## config.mk

```make
export PLATFORM = sky130hd
export DESIGN_NAME = e1fca_top
export DESIGN_NICKNAME = d
export VERILOG_FILES = /design/src/e1fca_crc4.v /design/src/e1fca_line.v /design/src/e1fca_top.v
export VERILOG_INCLUDE_DIRS = /design/src /design/src/shared
export SDC_FILE = /design/constraint.sdc
export NUM_CORES = 1
export LEC_CHECK = 0
export ABC_CLOCK_PERIOD_IN_PS = 3000
export BUFFER_PORTS_ARGS = -buffer_cell sky130_fd_sc_hd__buf_2
export CAP_MARGIN = 20
export CORE_UTILIZATION = 30
export CTS_BUF_LIST = sky130_fd_sc_hd__clkbuf_8
export DETAILED_ROUTE_END_ITERATION = 16
export PLACE_DENSITY_LB_ADDON = 0.08
export SLEW_MARGIN = 20
export SYNTH_ARGS = -nofsm -noshare
export SYNTH_HDL_FRONTEND = slang
export SYNTH_SLANG_ARGS = --single-unit
```

## constraint.sdc

```tcl
create_clock -name clk -period 3 [get_ports clk]
set_clock_uncertainty 0.2 [all_clocks]
set_input_delay 0.3 -clock clk [delete_from_list [all_inputs] [get_ports clk]]
set_output_delay 0.3 -clock clk [all_outputs]
set_load 0.02 [all_outputs]
```

## src/shared/e1fca_map.vh

```
`ifndef E1FCA_MAP_VH
`define E1FCA_MAP_VH
`define E1FCA_REG_CTRL 2'h0
`define E1FCA_REG_STAT 2'h1
`define E1FCA_REG_NAT 2'h2
`define E1FCA_REG_CERR 2'h3
`define E1FCA_CTRL_RESET 13'h00a1
`define E1FCA_B_CRC_EN 0
`define E1FCA_B_IW_DIS 1
`define E1FCA_B_CSC 2
`define E1FCA_B_AAD 3
`define E1FCA_B_TE 4
`define E1FCA_B_HDB3 5
`define E1FCA_B_TRANSMIT_ALARM_LEVEL 6
`define E1FCA_B_CSC_ALT 7
`define E1FCA_B_SA_LO 8
`define E1FCA_FAS_PAT 7'h1b
`define E1FCA_MFAS_PAT 6'h0b
`define E1FCA_CRC_POLY 4'h3
`define E1FCA_CLK_HZ 20000000
`define E1FCA_BIT_HZ 2048000
`define E1FCA_FRAME_US 125
`define E1FCA_MF_TIMEOUT_MS 400
`define E1FCA_REFRAME_MS 8
`define E1FCA_SECOND_MS 1000
`define E1FCA_CRC_ERR_LIMIT 914
`define E1FCA_FAS_LOSS 3
`endif

```

## src/e1fca_crc4.v

```verilog
`timescale 1ns/1ps
`include "e1fca_map.vh"
module e1fca_crc4
(
	input wire clk,
	input wire reset_n,
	input wire en,
	input wire clear,
	input wire din,
	output reg [3:0] crc
);
	// Clear restarts from zero on the first bit of a submultiframe
	wire [3:0] base = clear ? 4'h0 : crc;
	wire fb = din ^ base[3];
	always @(posedge clk or negedge reset_n)
	begin
		if (!reset_n)
			crc <= 4'h0;
		else if (en)
			crc <= {base[2:0], 1'b0} ^ (fb ? `E1FCA_CRC_POLY : 4'h0);
	end
endmodule

```

## src/e1fca_line.v

```verilog
`timescale 1ns/1ps
module e1fca_line
(
	input wire clk,
	input wire reset_n,
	input wire en,
	input wire hdb3,
	input wire tx_bit,
	output reg tx_pos,
	output reg tx_neg,
	input wire rx_pos,
	input wire rx_neg,
	output reg rx_bit,
	output reg rx_valid
);
	reg [3:0] m;
	reg [3:0] v;
	reg par;
	reg pol;
	reg [3:0] d;
	reg lpol;
	wire [3:0] ms = {m[2:0], tx_bit};
	wire sub = hdb3 & (ms == 4'h0);
	wire par_now = v[3] ? 1'b0 : (par ^ m[3]);
	wire mark = rx_pos | rx_neg;
	wire viol = hdb3 & mark & (rx_pos == lpol);
	always @(posedge clk or negedge reset_n)
	begin
		if (!reset_n)
		begin
			m <= 4'h0;
			v <= 4'h0;
			par <= 1'b0;
			pol <= 1'b0;
			tx_pos <= 1'b0;
			tx_neg <= 1'b0;
			d <= 4'h0;
			lpol <= 1'b0;
			rx_bit <= 1'b0;
			rx_valid <= 1'b0;
		end
		else
		begin
			rx_valid <= en;
			if (en)
			begin
				// Four bits of look-ahead cost four bits of latency each way
				tx_pos <= m[3] & (v[3] ? pol : ~pol);
				tx_neg <= m[3] & (v[3] ? ~pol : pol);
				if (m[3] & ~v[3])
					pol <= ~pol;
				par <= par_now;
				m <= sub ? {~par_now, 2'b00, 1'b1} : ms;
				v <= sub ? 4'h1 : {v[2:0], 1'b0};
				rx_bit <= d[3];
				d <= viol ? 4'h0 : {d[2:0], mark};
				if (mark)
					lpol <= rx_pos;
			end
		end
	end
endmodule

```

## src/e1fca_top.v

```verilog
// The Avalon-MM slave port and the register addresses were chosen for this implementation.
`timescale 1ns/1ps
`include "e1fca_map.vh"
module e1fca_top
#(
	parameter CLK_HZ = `E1FCA_CLK_HZ,
	parameter BIT_HZ = `E1FCA_BIT_HZ,
	parameter [13:0] MF_TIMEOUT_FRAMES = `E1FCA_MF_TIMEOUT_MS * 1000 / `E1FCA_FRAME_US,
	parameter [13:0] REFRAME_FRAMES = `E1FCA_REFRAME_MS * 1000 / `E1FCA_FRAME_US,
	parameter [13:0] SECOND_FRAMES = `E1FCA_SECOND_MS * 1000 / `E1FCA_FRAME_US
)
(
	input wire clk,
	input wire reset_n,
	input wire [3:0] avs_address,
	input wire avs_read,
	input wire avs_write,
	input wire [31:0] avs_writedata,
	input wire [3:0] avs_byteenable,
	output reg [31:0] avs_readdata,
	output reg avs_waitrequest,
	input wire tx_payload,
	output reg [4:0] tx_chan,
	output reg tx_strobe,
	output reg rx_payload,
	output reg [4:0] rx_chan,
	output reg rx_strobe,
	output wire line_tx_pos,
	output wire line_tx_neg,
	input wire line_rx_pos,
	input wire line_rx_neg
);
	localparam [3:0] S_SRCH = 4'b0001;
	localparam [3:0] S_NFAS = 4'b0010;
	localparam [3:0] S_FAS = 4'b0100;
	localparam [3:0] S_SYNC = 4'b1000;
	localparam [24:0] ACC_STEP = BIT_HZ[24:0];
	localparam [24:0] ACC_TOP = CLK_HZ[24:0];
	localparam [6:0] FAS_BITS = `E1FCA_FAS_PAT;
	localparam [5:0] MFAS_BITS = `E1FCA_MFAS_PAT;

	function [4:0] chan_of;
		input [4:0] ts;
		begin
			if (ts == 5'd0 || ts == 5'd16)
				chan_of = 5'd0;
			else if (ts < 5'd16)
				chan_of = ts;
			else
				chan_of = ts - 5'd1;
		end
	endfunction

	reg [12:0] ctrl;
	reg [4:0] tx_nat;
	reg [24:0] acc;
	reg bit_en;
	reg [2:0] tb;
	reg [4:0] tts;
	reg [3:0] tfr;
	reg [3:0] tx_rem;
	reg tx_bit;
	reg rx_p1, rx_p2, rx_n1, rx_n2;
	reg [3:0] state;
	reg [2:0] rb;
	reg [4:0] rts;
	reg [3:0] rfr;
	reg [5:0] rsh;
	reg [5:0] mfsh;
	reg [1:0] fas_err;
	reg mf_sync;
	reg iw_status;
	reg [3:0] rc_rx;
	reg [3:0] rc_prev;
	reg chk_arm;
	reg e1_ok, e2_ok;
	reg [13:0] mf_tmr;
	reg [13:0] rf_tmr;
	reg [13:0] sec_tmr;
	reg [9:0] cerr;
	reg [4:0] rx_nat;
	reg far_rai;
	wire [3:0] tcrc;
	wire [3:0] rcrc;
	wire rx_d;
	wire rx_v;

	wire crc_en = ctrl[`E1FCA_B_CRC_EN];
	wire iw_dis = ctrl[`E1FCA_B_IW_DIS];
	wire csc = ctrl[`E1FCA_B_CSC];
	wire aad = ctrl[`E1FCA_B_AAD];
	wire te = ctrl[`E1FCA_B_TE];
	wire transmit_alarm_level = ctrl[`E1FCA_B_TRANSMIT_ALARM_LEVEL];
	wire csc_alt = ctrl[`E1FCA_B_CSC_ALT];
	wire [4:0] sa_sel = ctrl[`E1FCA_B_SA_LO+4:`E1FCA_B_SA_LO];
	wire fsync = state[3];
	wire mf_tmo = (mf_tmr >= MF_TIMEOUT_FRAMES);
	// Interworking off: the alternate sync bit cleared ends the search
	wire search_act = crc_en & ~mf_sync & iw_status & ~(iw_dis & ~csc_alt);
	wire rai_tx = aad ? (~fsync & transmit_alarm_level)
		: (~fsync | (iw_dis & mf_tmo & search_act));
	wire tx_fas = ~tfr[0];
	wire tx_cpos = (tts == 5'd0) & tx_fas & (tb == 3'd0);
	wire tx_smf = (tts == 5'd0) & (tb == 3'd0) & (tfr[2:0] == 3'd0);

	// Transmit bit selection for the current position
	always @*
	begin
		tx_bit = 1'b1;
		if (tts == 5'd0)
		begin
			if (tx_fas)
			begin
				if (tb == 3'd0)
					// The first C bit leaves on the edge that loads the remainder, so it is taken live
					tx_bit = ~crc_en ? 1'b1 : (tx_smf ? tcrc[3] : tx_rem[~tfr[2:1]]);
				else
					tx_bit = FAS_BITS[3'd7 - tb];
			end
			else
			begin
				case (tb)
					3'd0:
						if (!crc_en)
							tx_bit = 1'b1;
						else if (tfr[3:1] < 3'd6)
							tx_bit = MFAS_BITS[3'd5 - tfr[3:1]];
						else
							tx_bit = tfr[1] ? e2_ok : e1_ok;
					3'd1:
						tx_bit = 1'b1;
					3'd2:
						tx_bit = rai_tx;
					default:
						tx_bit = sa_sel[tb - 3'd3] ? tx_nat[tb - 3'd3] : 1'b1;
				endcase
			end
		end
		else if (tts != 5'd16)
			tx_bit = tx_payload;
	end

	e1fca_crc4 u_tcrc
	(
		.clk(clk),
		.reset_n(reset_n),
		.en(bit_en),
		.clear(tx_smf),
		.din(tx_cpos ? 1'b0 : tx_bit),
		.crc(tcrc)
	);

	e1fca_line u_line
	(
		.clk(clk),
		.reset_n(reset_n),
		.en(bit_en),
		.hdb3(ctrl[`E1FCA_B_HDB3]),
		.tx_bit(tx_bit),
		.tx_pos(line_tx_pos),
		.tx_neg(line_tx_neg),
		.rx_pos(rx_p2),
		.rx_neg(rx_n2),
		.rx_bit(rx_d),
		.rx_valid(rx_v)
	);

	// Fractional divider: 20 MHz is no integer multiple of the bit rate
	always @(posedge clk or negedge reset_n)
	begin
		if (!reset_n)
		begin
			acc <= 25'h0;
			bit_en <= 1'b0;
			tb <= 3'h0;
			tts <= 5'h0;
			tfr <= 4'h0;
			tx_rem <= 4'h0;
			tx_chan <= 5'h0;
			tx_strobe <= 1'b0;
			rx_p1 <= 1'b0;
			rx_p2 <= 1'b0;
			rx_n1 <= 1'b0;
			rx_n2 <= 1'b0;
		end
		else
		begin
			rx_p1 <= line_rx_pos;
			rx_p2 <= rx_p1;
			rx_n1 <= line_rx_neg;
			rx_n2 <= rx_n1;
			if (acc + ACC_STEP >= ACC_TOP)
			begin
				acc <= acc + ACC_STEP - ACC_TOP;
				bit_en <= 1'b1;
			end
			else
			begin
				acc <= acc + ACC_STEP;
				bit_en <= 1'b0;
			end
			tx_chan <= chan_of(tts);
			tx_strobe <= bit_en;
			if (bit_en)
			begin
				if (tx_smf)
					tx_rem <= tcrc;
				tb <= tb + 3'd1;
				if (tb == 3'd7)
				begin
					tts <= tts + 5'd1;
					if (tts == 5'd31)
						tfr <= tfr + 4'd1;
				end
			end
		end
	end

	wire fr_end = rx_v & (rts == 5'd31) & (rb == 3'd7);
	wire [6:0] rwin = {rsh, rx_d};
	wire r_fas = ~rfr[0];
	wire r_ts0 = rx_v & (rts == 5'd0);
	wire r_smf = r_ts0 & (rb == 3'd0) & (rfr[2:0] == 3'd0);
	wire r_cpos = (rts == 5'd0) & r_fas & (rb == 3'd0);
	wire do_chk = r_smf & mf_sync & iw_status & chk_arm;
	wire cerr_bad = do_chk & (rc_rx != rc_prev);
	wire fas_end = r_ts0 & r_fas & (rb == 3'd7);
	wire fas_bad = fas_end & (rwin != `E1FCA_FAS_PAT);
	wire timed = fsync & search_act & ~csc;
	wire force_rf = (fr_end & timed & (rf_tmr + 14'd1 >= REFRAME_FRAMES))
		| (cerr_bad & (cerr >= `E1FCA_CRC_ERR_LIMIT));
	wire lose = fsync & fas_bad & (fas_err == `E1FCA_FAS_LOSS - 1);

	e1fca_crc4 u_rcrc
	(
		.clk(clk),
		.reset_n(reset_n),
		.en(rx_v),
		.clear(r_smf),
		.din(r_cpos ? 1'b0 : rx_d),
		.crc(rcrc)
	);

	always @(posedge clk or negedge reset_n)
	begin
		if (!reset_n)
		begin
			state <= S_SRCH;
			rb <= 3'h0;
			rts <= 5'h0;
			rfr <= 4'h0;
			rsh <= 6'h0;
			mfsh <= 6'h0;
			fas_err <= 2'h0;
			mf_sync <= 1'b0;
			iw_status <= 1'b1;
			rc_rx <= 4'h0;
			rc_prev <= 4'h0;
			chk_arm <= 1'b0;
			e1_ok <= 1'b1;
			e2_ok <= 1'b1;
			mf_tmr <= 14'h0;
			rf_tmr <= 14'h0;
			sec_tmr <= 14'h0;
			cerr <= 10'h0;
			rx_nat <= 5'h1f;
			far_rai <= 1'b0;
			rx_payload <= 1'b0;
			rx_chan <= 5'h0;
			rx_strobe <= 1'b0;
		end
		else
		begin
			rx_strobe <= rx_v & fsync & (chan_of(rts) != 5'd0);
			if (rx_v)
			begin
				rx_payload <= rx_d;
				rx_chan <= chan_of(rts);
				rsh <= rwin[5:0];
				rb <= rb + 3'd1;
				if (rb == 3'd7)
				begin
					rts <= rts + 5'd1;
					if (rts == 5'd31)
						rfr <= rfr + 4'd1;
				end
				if (r_ts0 & ~r_fas & (rb == 3'd2))
					far_rai <= rx_d;
				if (r_ts0 & ~r_fas & (rb >= 3'd3) & fsync)
					rx_nat[rb - 3'd3] <= rx_d;
				if (r_cpos)
					rc_rx <= {rc_rx[2:0], rx_d};
			end
			// Receive alignment state machine
			case (state)
				S_SRCH:
					if (rx_v & (rwin == `E1FCA_FAS_PAT))
					begin
						rb <= 3'd0;
						rts <= 5'd1;
						rfr <= 4'd0;
						state <= S_NFAS;
					end
				S_NFAS:
					if (r_ts0 & ~r_fas & (rb == 3'd1))
						state <= rx_d ? S_FAS : S_SRCH;
				S_FAS:
					if (fas_end)
						state <= fas_bad ? S_SRCH : S_SYNC;
				S_SYNC:
					if (lose | force_rf)
						state <= S_SRCH;
				default:
					state <= S_SRCH;
			endcase
			if (fas_end)
				fas_err <= fas_bad ? fas_err + 2'd1 : 2'd0;
			if (~fsync | ~crc_en)
			begin
				mf_sync <= 1'b0;
				chk_arm <= 1'b0;
			end
			else if (r_ts0 & ~r_fas & (rb == 3'd0) & search_act)
			begin
				mfsh <= {mfsh[4:0], rx_d};
				if ({mfsh[4:0], rx_d} == `E1FCA_MFAS_PAT)
				begin
					mf_sync <= 1'b1;
					rfr <= 4'd11;
				end
			end
			if (r_smf)
			begin
				rc_prev <= rcrc;
				chk_arm <= mf_sync;
			end
			// E-bits fall back to the TE level whenever checking is off
			if (~(mf_sync & iw_status))
			begin
				e1_ok <= te;
				e2_ok <= te;
			end
			else if (do_chk)
			begin
				// The check at frame 8 judges submultiframe 2 of the previous multiframe, the one at frame 0 judges 1
				if (rfr[3])
					e1_ok <= ~cerr_bad;
				else
					e2_ok <= ~cerr_bad;
			end
			// Per-second error count; the limit acts within the second
			if (fr_end & (sec_tmr + 14'd1 >= SECOND_FRAMES))
			begin
				sec_tmr <= 14'h0;
				cerr <= 10'h0;
			end
			else
			begin
				if (fr_end)
					sec_tmr <= sec_tmr + 14'd1;
				if (force_rf)
					cerr <= 10'h0;
				else if (cerr_bad)
					cerr <= cerr + 10'd1;
			end
			// A forced reframe keeps the 400 ms timer; a true loss restarts it
			if (lose | ~crc_en | mf_sync)
				mf_tmr <= 14'h0;
			else if (fr_end & timed & ~mf_tmo)
				mf_tmr <= mf_tmr + 14'd1;
			if (~fsync | force_rf | ~timed)
				rf_tmr <= 14'h0;
			else if (fr_end)
				rf_tmr <= rf_tmr + 14'd1;
			if (lose | ~crc_en)
				iw_status <= 1'b1;
			else if (~iw_dis & ~csc & mf_tmo & fsync)
				iw_status <= 1'b0;
		end
	end

	reg [31:0] rd_mux;
	always @*
	begin
		rd_mux = 32'h0;
		if (avs_address[1:0] == 2'b00)
		begin
			case (avs_address[3:2])
				`E1FCA_REG_CTRL:
					rd_mux = {19'h0, ctrl};
				`E1FCA_REG_STAT:
					rd_mux = {19'h0, rx_nat, 2'b00, search_act, far_rai, rai_tx, iw_status, mf_sync, fsync};
				`E1FCA_REG_NAT:
					rd_mux = {27'h0, tx_nat};
				default:
					rd_mux = {22'h0, cerr};
			endcase
		end
	end

	// One wait cycle, then the answer; writes land on the accepting edge
	wire wr_go = avs_write & ~avs_waitrequest & (avs_address[1:0] == 2'b00);
	always @(posedge clk or negedge reset_n)
	begin
		if (!reset_n)
		begin
			avs_waitrequest <= 1'b1;
			avs_readdata <= 32'h0;
			ctrl <= `E1FCA_CTRL_RESET;
			tx_nat <= 5'h1f;
		end
		else
		begin
			if ((avs_read | avs_write) & avs_waitrequest)
			begin
				avs_waitrequest <= 1'b0;
				avs_readdata <= avs_read ? rd_mux : 32'h0;
			end
			else
				avs_waitrequest <= 1'b1;
			if (wr_go & (avs_address[3:2] == `E1FCA_REG_CTRL))
			begin
				if (avs_byteenable[0])
					ctrl[7:0] <= avs_writedata[7:0];
				if (avs_byteenable[1])
					ctrl[12:8] <= avs_writedata[12:8];
			end
			if (wr_go & (avs_address[3:2] == `E1FCA_REG_NAT) & avs_byteenable[0])
				tx_nat <= avs_writedata[4:0];
		end
	end
endmodule

```

**Word-level counts from Yosys, hierarchy flattened**

Memories as Yosys holds them, arrays and structs flattened.
Cells that the tools add are included.

- Register bits after elaboration: 236
- Latch bits: 0
- Memory bits (writable): 0
- ROM bits: 16
- Input port bits: 47
- Output and inout port bits: 48
- Memories kept: 2

Memory list:

| memory | words | bits a word | read ports | clocked after memory_dff | wr ports | RTL line | RTL |
|---|---|---|---|---|---|---|---|
| (no name shown) | 8 | 1 | 1 | 0 | 0 | e1fca_top.v:127 | `tx_bit = MFAS_BITS[3'd5 - tfr[3:1]];` |
| (no name shown) | 8 | 1 | 1 | 0 | 0 | e1fca_top.v:118 | `tx_bit = FAS_BITS[3'd7 - tb];` |

- Add/sub/neg operators: 19
- Multipliers: 0
- Divide/modulo/power cells: 0
- $lt $le $gt $ge: 15
- Eq/ne operators: 30
- Shift operators: 0
- Muxes and demuxes: 90
- Bitwise operators: 93
- Reductions and logical operators: 36

Operator list:

| operator | number |
|---|---|
| $mux 14 | 6 |
| $mux 4 | 18 |
| $and 1x1->1 | 60 |
| $add 14x1->14 const B | 3 |
| $mux 5 | 8 |
| $pmux 13 s3 | 1 |
| $mux 1 | 37 |
| $mux 32 | 1 |
| $mux 10 | 3 |
| $reduce_and 2->1 | 13 |
| $add 25x21->25 const B | 1 |
| $ge 25x25->1 const B | 1 |
| $mux 25 | 1 |
| $sub 25x25->25 const B | 1 |
| $eq 5x5->1 const B | 4 |
| $not 1->1 | 17 |
| $lt 3x4->1 const B | 4 |
| $pmux 4 s4 | 1 |
| $ge 14x12->1 const B | 1 |
| $ge 14x13->1 const B | 1 |
| $ge 14x7->1 const B | 1 |
| $ne 2x2->1 const B | 7 |
| $reduce_bool 2->1 | 7 |
| $mux 13 | 1 |
| 50 further kinds | 85 |

**Logic depth before layout (Yosys ltp)**

- Depth after elaboration: 14
- Depth in mapped cells: 10
- Depth with buffers taken out: 9

**Modules after synthesis**

Synthesis repeated with hierarchy kept, for this count alone.

- Cell total of the unflattened synthesis: 1071
- Area total of the unflattened synthesis: 10903.0 um^2

Modules (own cells, without submodules):

| module | instances | cells an instance | area each (um^2) | seq. area each (um^2) |
|---|---|---|---|---|
| e1fca_top | 1 | 965 | 9701.8 | 4576.9 |
| e1fca_line | 1 | 68 | 828.3 | 475.5 |
| e1fca_crc4 | 2 | 19 | 186.4 | 100.1 |

**Worst setup path after synthesis**

OpenSTA, ideal clock, no wires.

- Path kind: reg-to-reg
- From: reg rts[0]
- To: reg rfr[2]
- Library setup time: 0.134 ns
- Arrival time: 2.797 ns
- Required time: 2.666 ns
- Path slack: -0.131 ns
- Cell stages (with the launch flop): 11
- Cell sequence: dfrtp_1 > inv_1 > ha_1 > or3b_1 > buf_6 > or3_4 > or4b_1 > buf_2 > or4_4 > inv_1 > nor3_1

- Longest elaborated chain between the ends: 9
- Elaborated cells on any way between the ends: 14

RTL lines:

| what | RTL line | RTL |
|---|---|---|
| from (decl) | e1fca_top.v:66 | `reg [4:0] rts;` |
| from (signal assigned) | e1fca_top.v:283 | `rts <= rts + 5'd1;` |
| $eq 5x5->1 | e1fca_top.v:284 | `if (rts == 5'd31)` |
| $mux 4 | e1fca_top.v:284 |  |
| $mux 4 | e1fca_top.v:281 | `if (rb == 3'd7)` |
| $mux 4 | e1fca_top.v:275 | `if (rx_v)` |
| $mux 4 | e1fca_top.v:297 | `` if (rx_v & (rwin == `E1FCA_FAS_PAT)) `` |
| $mux 4 | e1fca_top.v:295 | `case (state)` |
| $mux 4 | e1fca_top.v:326 | `` if ({mfsh[4:0], rx_d} == `E1FCA_MFAS_PAT) `` |
| $mux 4 | e1fca_top.v:323 | `else if (r_ts0 & ~r_fas & (rb == 3'd0) & search_act)` |
| $mux 4 * | e1fca_top.v:318 | `if (~fsync \| ~crc_en)` |
| to (signal assigned) | e1fca_top.v:285 | `rfr <= rfr + 4'd1;` |
| to (decl) | e1fca_top.v:67 | `reg [3:0] rfr;` |

Mark *: on every way between the ends. The rest lies on a longest branch, timed or not.
A chain may end at the register's enable or synchronous reset.

**Final worst setup path**

- From: reg rts[1]
- To: reg rfr[2]

Same word-level chain as after synthesis.

==> flow_metrics.py <==
metrics = {
    "outcome": {
        "outcome": "finished, final reports clean",
    },
    "cts": {
        "cts.clk_slew.worst_paths_ns": 0.06,
        "cts_buffer_depth": 3,
        "clk_latency_ns": 0.55,
        "numCtsBuffers": 40,
        "h-tree-depth": 2,
        "cts_setup_buffers": 0,
        "cts_root_buffer": "clkbuf_8",
        "cts_num_sinks": 208,
        "cts_tree": "yes",
    },
    "cells_and_area": {
        "drive_above_1_share": 0.207,
        "stdcell_area_um2": 13100,
        "areaGrowthSynthToFinish_pct": 18.2,
        "fin_cells": 1711,
        "layout.nets": 1292,
        "diodes": 0,
    },
    "synthesis": {
        "synth_edf_count": 0,
        "ys.flop_type": "dfrtp_1",
        "syn_area_per_cell_um2": 10.1,
        "yosys_register_bits": 208,
        "seq_area_frac_synth": 0.470,
        "synth-async-reset-ratio": 1.00,
        "synth_cell_types": 74,
        "netlist_area_um2": 11100,
        "syn_inst": 1098,
        "yosysWarnings": 0,
    },
    "placement": {
        "io_buffers": 54,
        "dp_hpwl_um": 18800,
        "placed_cell_area_um2": 12100,
        "gp_congestion": 0.765,
        "place_inst": 1619,
    },
    "floorplanning": {
        "die_h_um": 195,
        "die_area_um2": 37800,
        "core_region_area_um2": 36500,
        "io_pins": 95,
        "fp.dieW_um": 195,
        "start_util": 0.305,
        "core.rowCount": 70,
    },
    "worst_setup_path": {
        "cp.arrival_ns": 3.08,
        "endpoint_kind": "flop",
        "crit_required_ns": 3.25,
        "cp_num_buf_inv": 2,
        "critPathMostFrequentCell": "inv_2",
        "cp_max_fo": 5,
        "crit_family": "simple AND/OR/NAND/NOR gates",
        "crit_path_start_kind": "flop",
        "worst-setup-path-type": "flop to flop",
        "crit_chain": "inv_2 -> ha_4 -> or3b_1 -> or3_4 -> or4b_1 -> or4_4 -> inv_2 -> nor3_1",
        "cp_slowest_cell": "or4b_1",
        "cp_slowest_stage_delay_ns": 0.57,
    },
    "drt": {
        "drt-wirelength-per-cell_um": 15.9,
        "route.met2.wl_um": 12600,
        "viasPerCell": 4.89,
        "drtIter0Drc": 415,
        "routed.top_layer": "met4",
        "wirelength_met1_um": 13200,
        "drt_first_pass_iters": 4,
        "ant_nets": 0,
        "wl_met3_um": 961,
        "vias": 8361,
        "drt-total-wl_um": 27300,
        "drc_errors": 0,
    },
    "power": {
        "cellLeakagePower_nw": 5.92,
        "power.density_nw_per_um2": 463,
        "pwr-share-clk": 0.465,
        "vdd_drop_max_mv": 0.288,
        "p_int_mw": 4.60,
        "p_sw_mw": 1.50,
        "report.power.total_mw": 6.09,
        "p_seq_frac": 0.480,
        "pwr-share-comb": 0.055,
        "p_sw_frac": 0.245,
    },
    "timing": {
        "finalHoldViolCount": 0,
        "fmaxAchievable_ghz": 0.353,
        "fin_crit_ns": 2.83,
        "setup_tns_ns": 0,
        "drv_slew": 0,
        "tightest_slew_ns": 0.818,
        "whs_ns": 0.0823,
        "period_share": 0.944,
        "setup_viol": 0,
        "slew-limit-headroom": 0.455,
        "rsz0062_at_grt": "no",
    },
    "job": {
        "drv_cap": 0,
    },
    "global_routing": {
        "grt_pass1_wl_um": 45100,
        "grt_max_degree": 92,
        "track_usage": 0.147,
        "grt-ovfl-total": 0,
        "grt_pass1_vias": 8411,
        "antenna_found_initial": 0,
    },
    "hold_path": {
        "hold_class": "input pin to flop",
    },
}
## worst paths after layout
| check | from | endpoint | slack, ns | cells after the start |
|---|---|---|---|---|
| min in group asynchronous | reset_n | sec_tmr[1] | 0.15 | 2 |
| min reg2reg | rx_n1 | rx_n2 | 0.15 | 0 |
| max in group asynchronous | reset_n | u_line.v[2] | 1.63 | 3 |
| max reg2reg | rts[1] | rfr[2] | 0.17 | 8 |
| min | avs_address[3] | avs_readdata[5] | 0.08 | 3 |
| max | rts[1] | rfr[2] | 0.17 | 8 |
## sequential cells by signal, indices dropped and copies added (netlist names), 6 cells and up
register and count:
avs_readdata 13, ctrl 13, acc 17, cerr 10
mf_tmr 14, sec_tmr 14, rsh 6, rf_tmr 14
## final cells by class
type                    instances  area, um^2
clock buffers                  50         688
clock inverters                23         121
fillers                      3721       23400
inverters                      53         199
multi-input cells             784        5440
flip-flops and latches        208        5230
well taps                     468         586
repair buffers                125         886
## layer usage
metal | up-vias | global-route usage
li1 | 4150 | -
met5 | - | 0
met3 | 36 | 0.0285
met4 | 0 | 0.0444
met2 | 109 | 0.236
met1 | 4066 | 0.201
## tightest hold or removal path, delay by kind of cell
kind                   cells  cell delay (ns)
AOI/OAI and AO/OA          2             0.31
buffers and inverters      1             0.19
## synth_stat cells, drive strengths merged, types with 8 or more instances
cell type,number,area [um^2]
xor2,27,236
a31oi,12,75.1
ha,33,413
nand2b,13,81.3
and4,11,96.3
nor2,83,312
and2,15,93.8
nand4,30,188
mux2,54,608
o21ai,56,280
nand3b,9,67.6
xnor2,38,333
nor3,13,65.1
nand2,81,304
o211ai,9,67.6
mux2i,20,200
and3,15,93.8
o22ai,9,56.3
nor2b,11,68.8
buf,24,178
a21o,8,60.1
nand3,39,195
dfstp,18,473
a21oi,33,165
a22o,9,78.8
nor4,14,87.6
dfrtp,190,4750
or3,11,73.8
o2bb2ai,12,105
inv,52,195
clkbuf,47,176
## kinds of logic after synthesis
logic type / share of synthesized area
other: 0.000337
buffers and inverters: 0.0497
AOI/OAI and AO/OA: 0.121
xor gates and xnor gates: 0.0512
DFF: 0.470
adders and majority gates: 0.0371
and+or+nand+nor: 0.188
muxes: 0.0828
## power groups by stage
stage                     sequential [mW]  combinational (mW)  clock [mW]
final                                2.93               0.334        2.83
after global routing                 2.93               0.376        3.11
after CTS                            2.93               0.347        3.00
after detailed placement             2.97               0.327           0
after global placement               2.97               0.327           0
after floorplan                      2.96               0.177           0
## stage by stage
| step | setup WS [ns] | utilization |
|---|---|---|
| final | 0.169 | 0.360 |
| after global routing | 0.0612 | 0.360 |
| after CTS | 0.136 | 0.360 |
| after detailed placement | 0.157 | 0.332 |
| after global placement | 0.151 | 0.332 |
| after floorplan | 0.00148 | - |
## repair_timing
| action | in CTS | in global routing |
|---|---|---|
| setup endpoints to repair | 0 | 1 |
| resized for setup | 0 | 1 |
| hold buffers | 19 | 0 |
| hold endpoints to repair | 92 | 0 |
## layout by cell type, fill, tap and decap left out, types with 12 or more instances in the layout
master and count:
and3_1 15, dlygate4sd3_1 19, ha_1 32, nor3_1 13, dfstp_2 18, o21ai_0 56, dfrtp_1 190, nor4_1 13
nand2_1 81, xor2_1 27, and2_1 14, o2bb2ai_1 12, nand4_1 30, mux2i_1 20, xnor2_1 37, a31oi_1 12
buf_2 53, inv_1 69, nand2b_1 13, conb_1 19, nand3_1 39, a21oi_1 33, clkbuf_8 50, nor2_1 83
buf_4 50, mux2_2 54
Note: power is estimated with default switching activity, not from simulation.
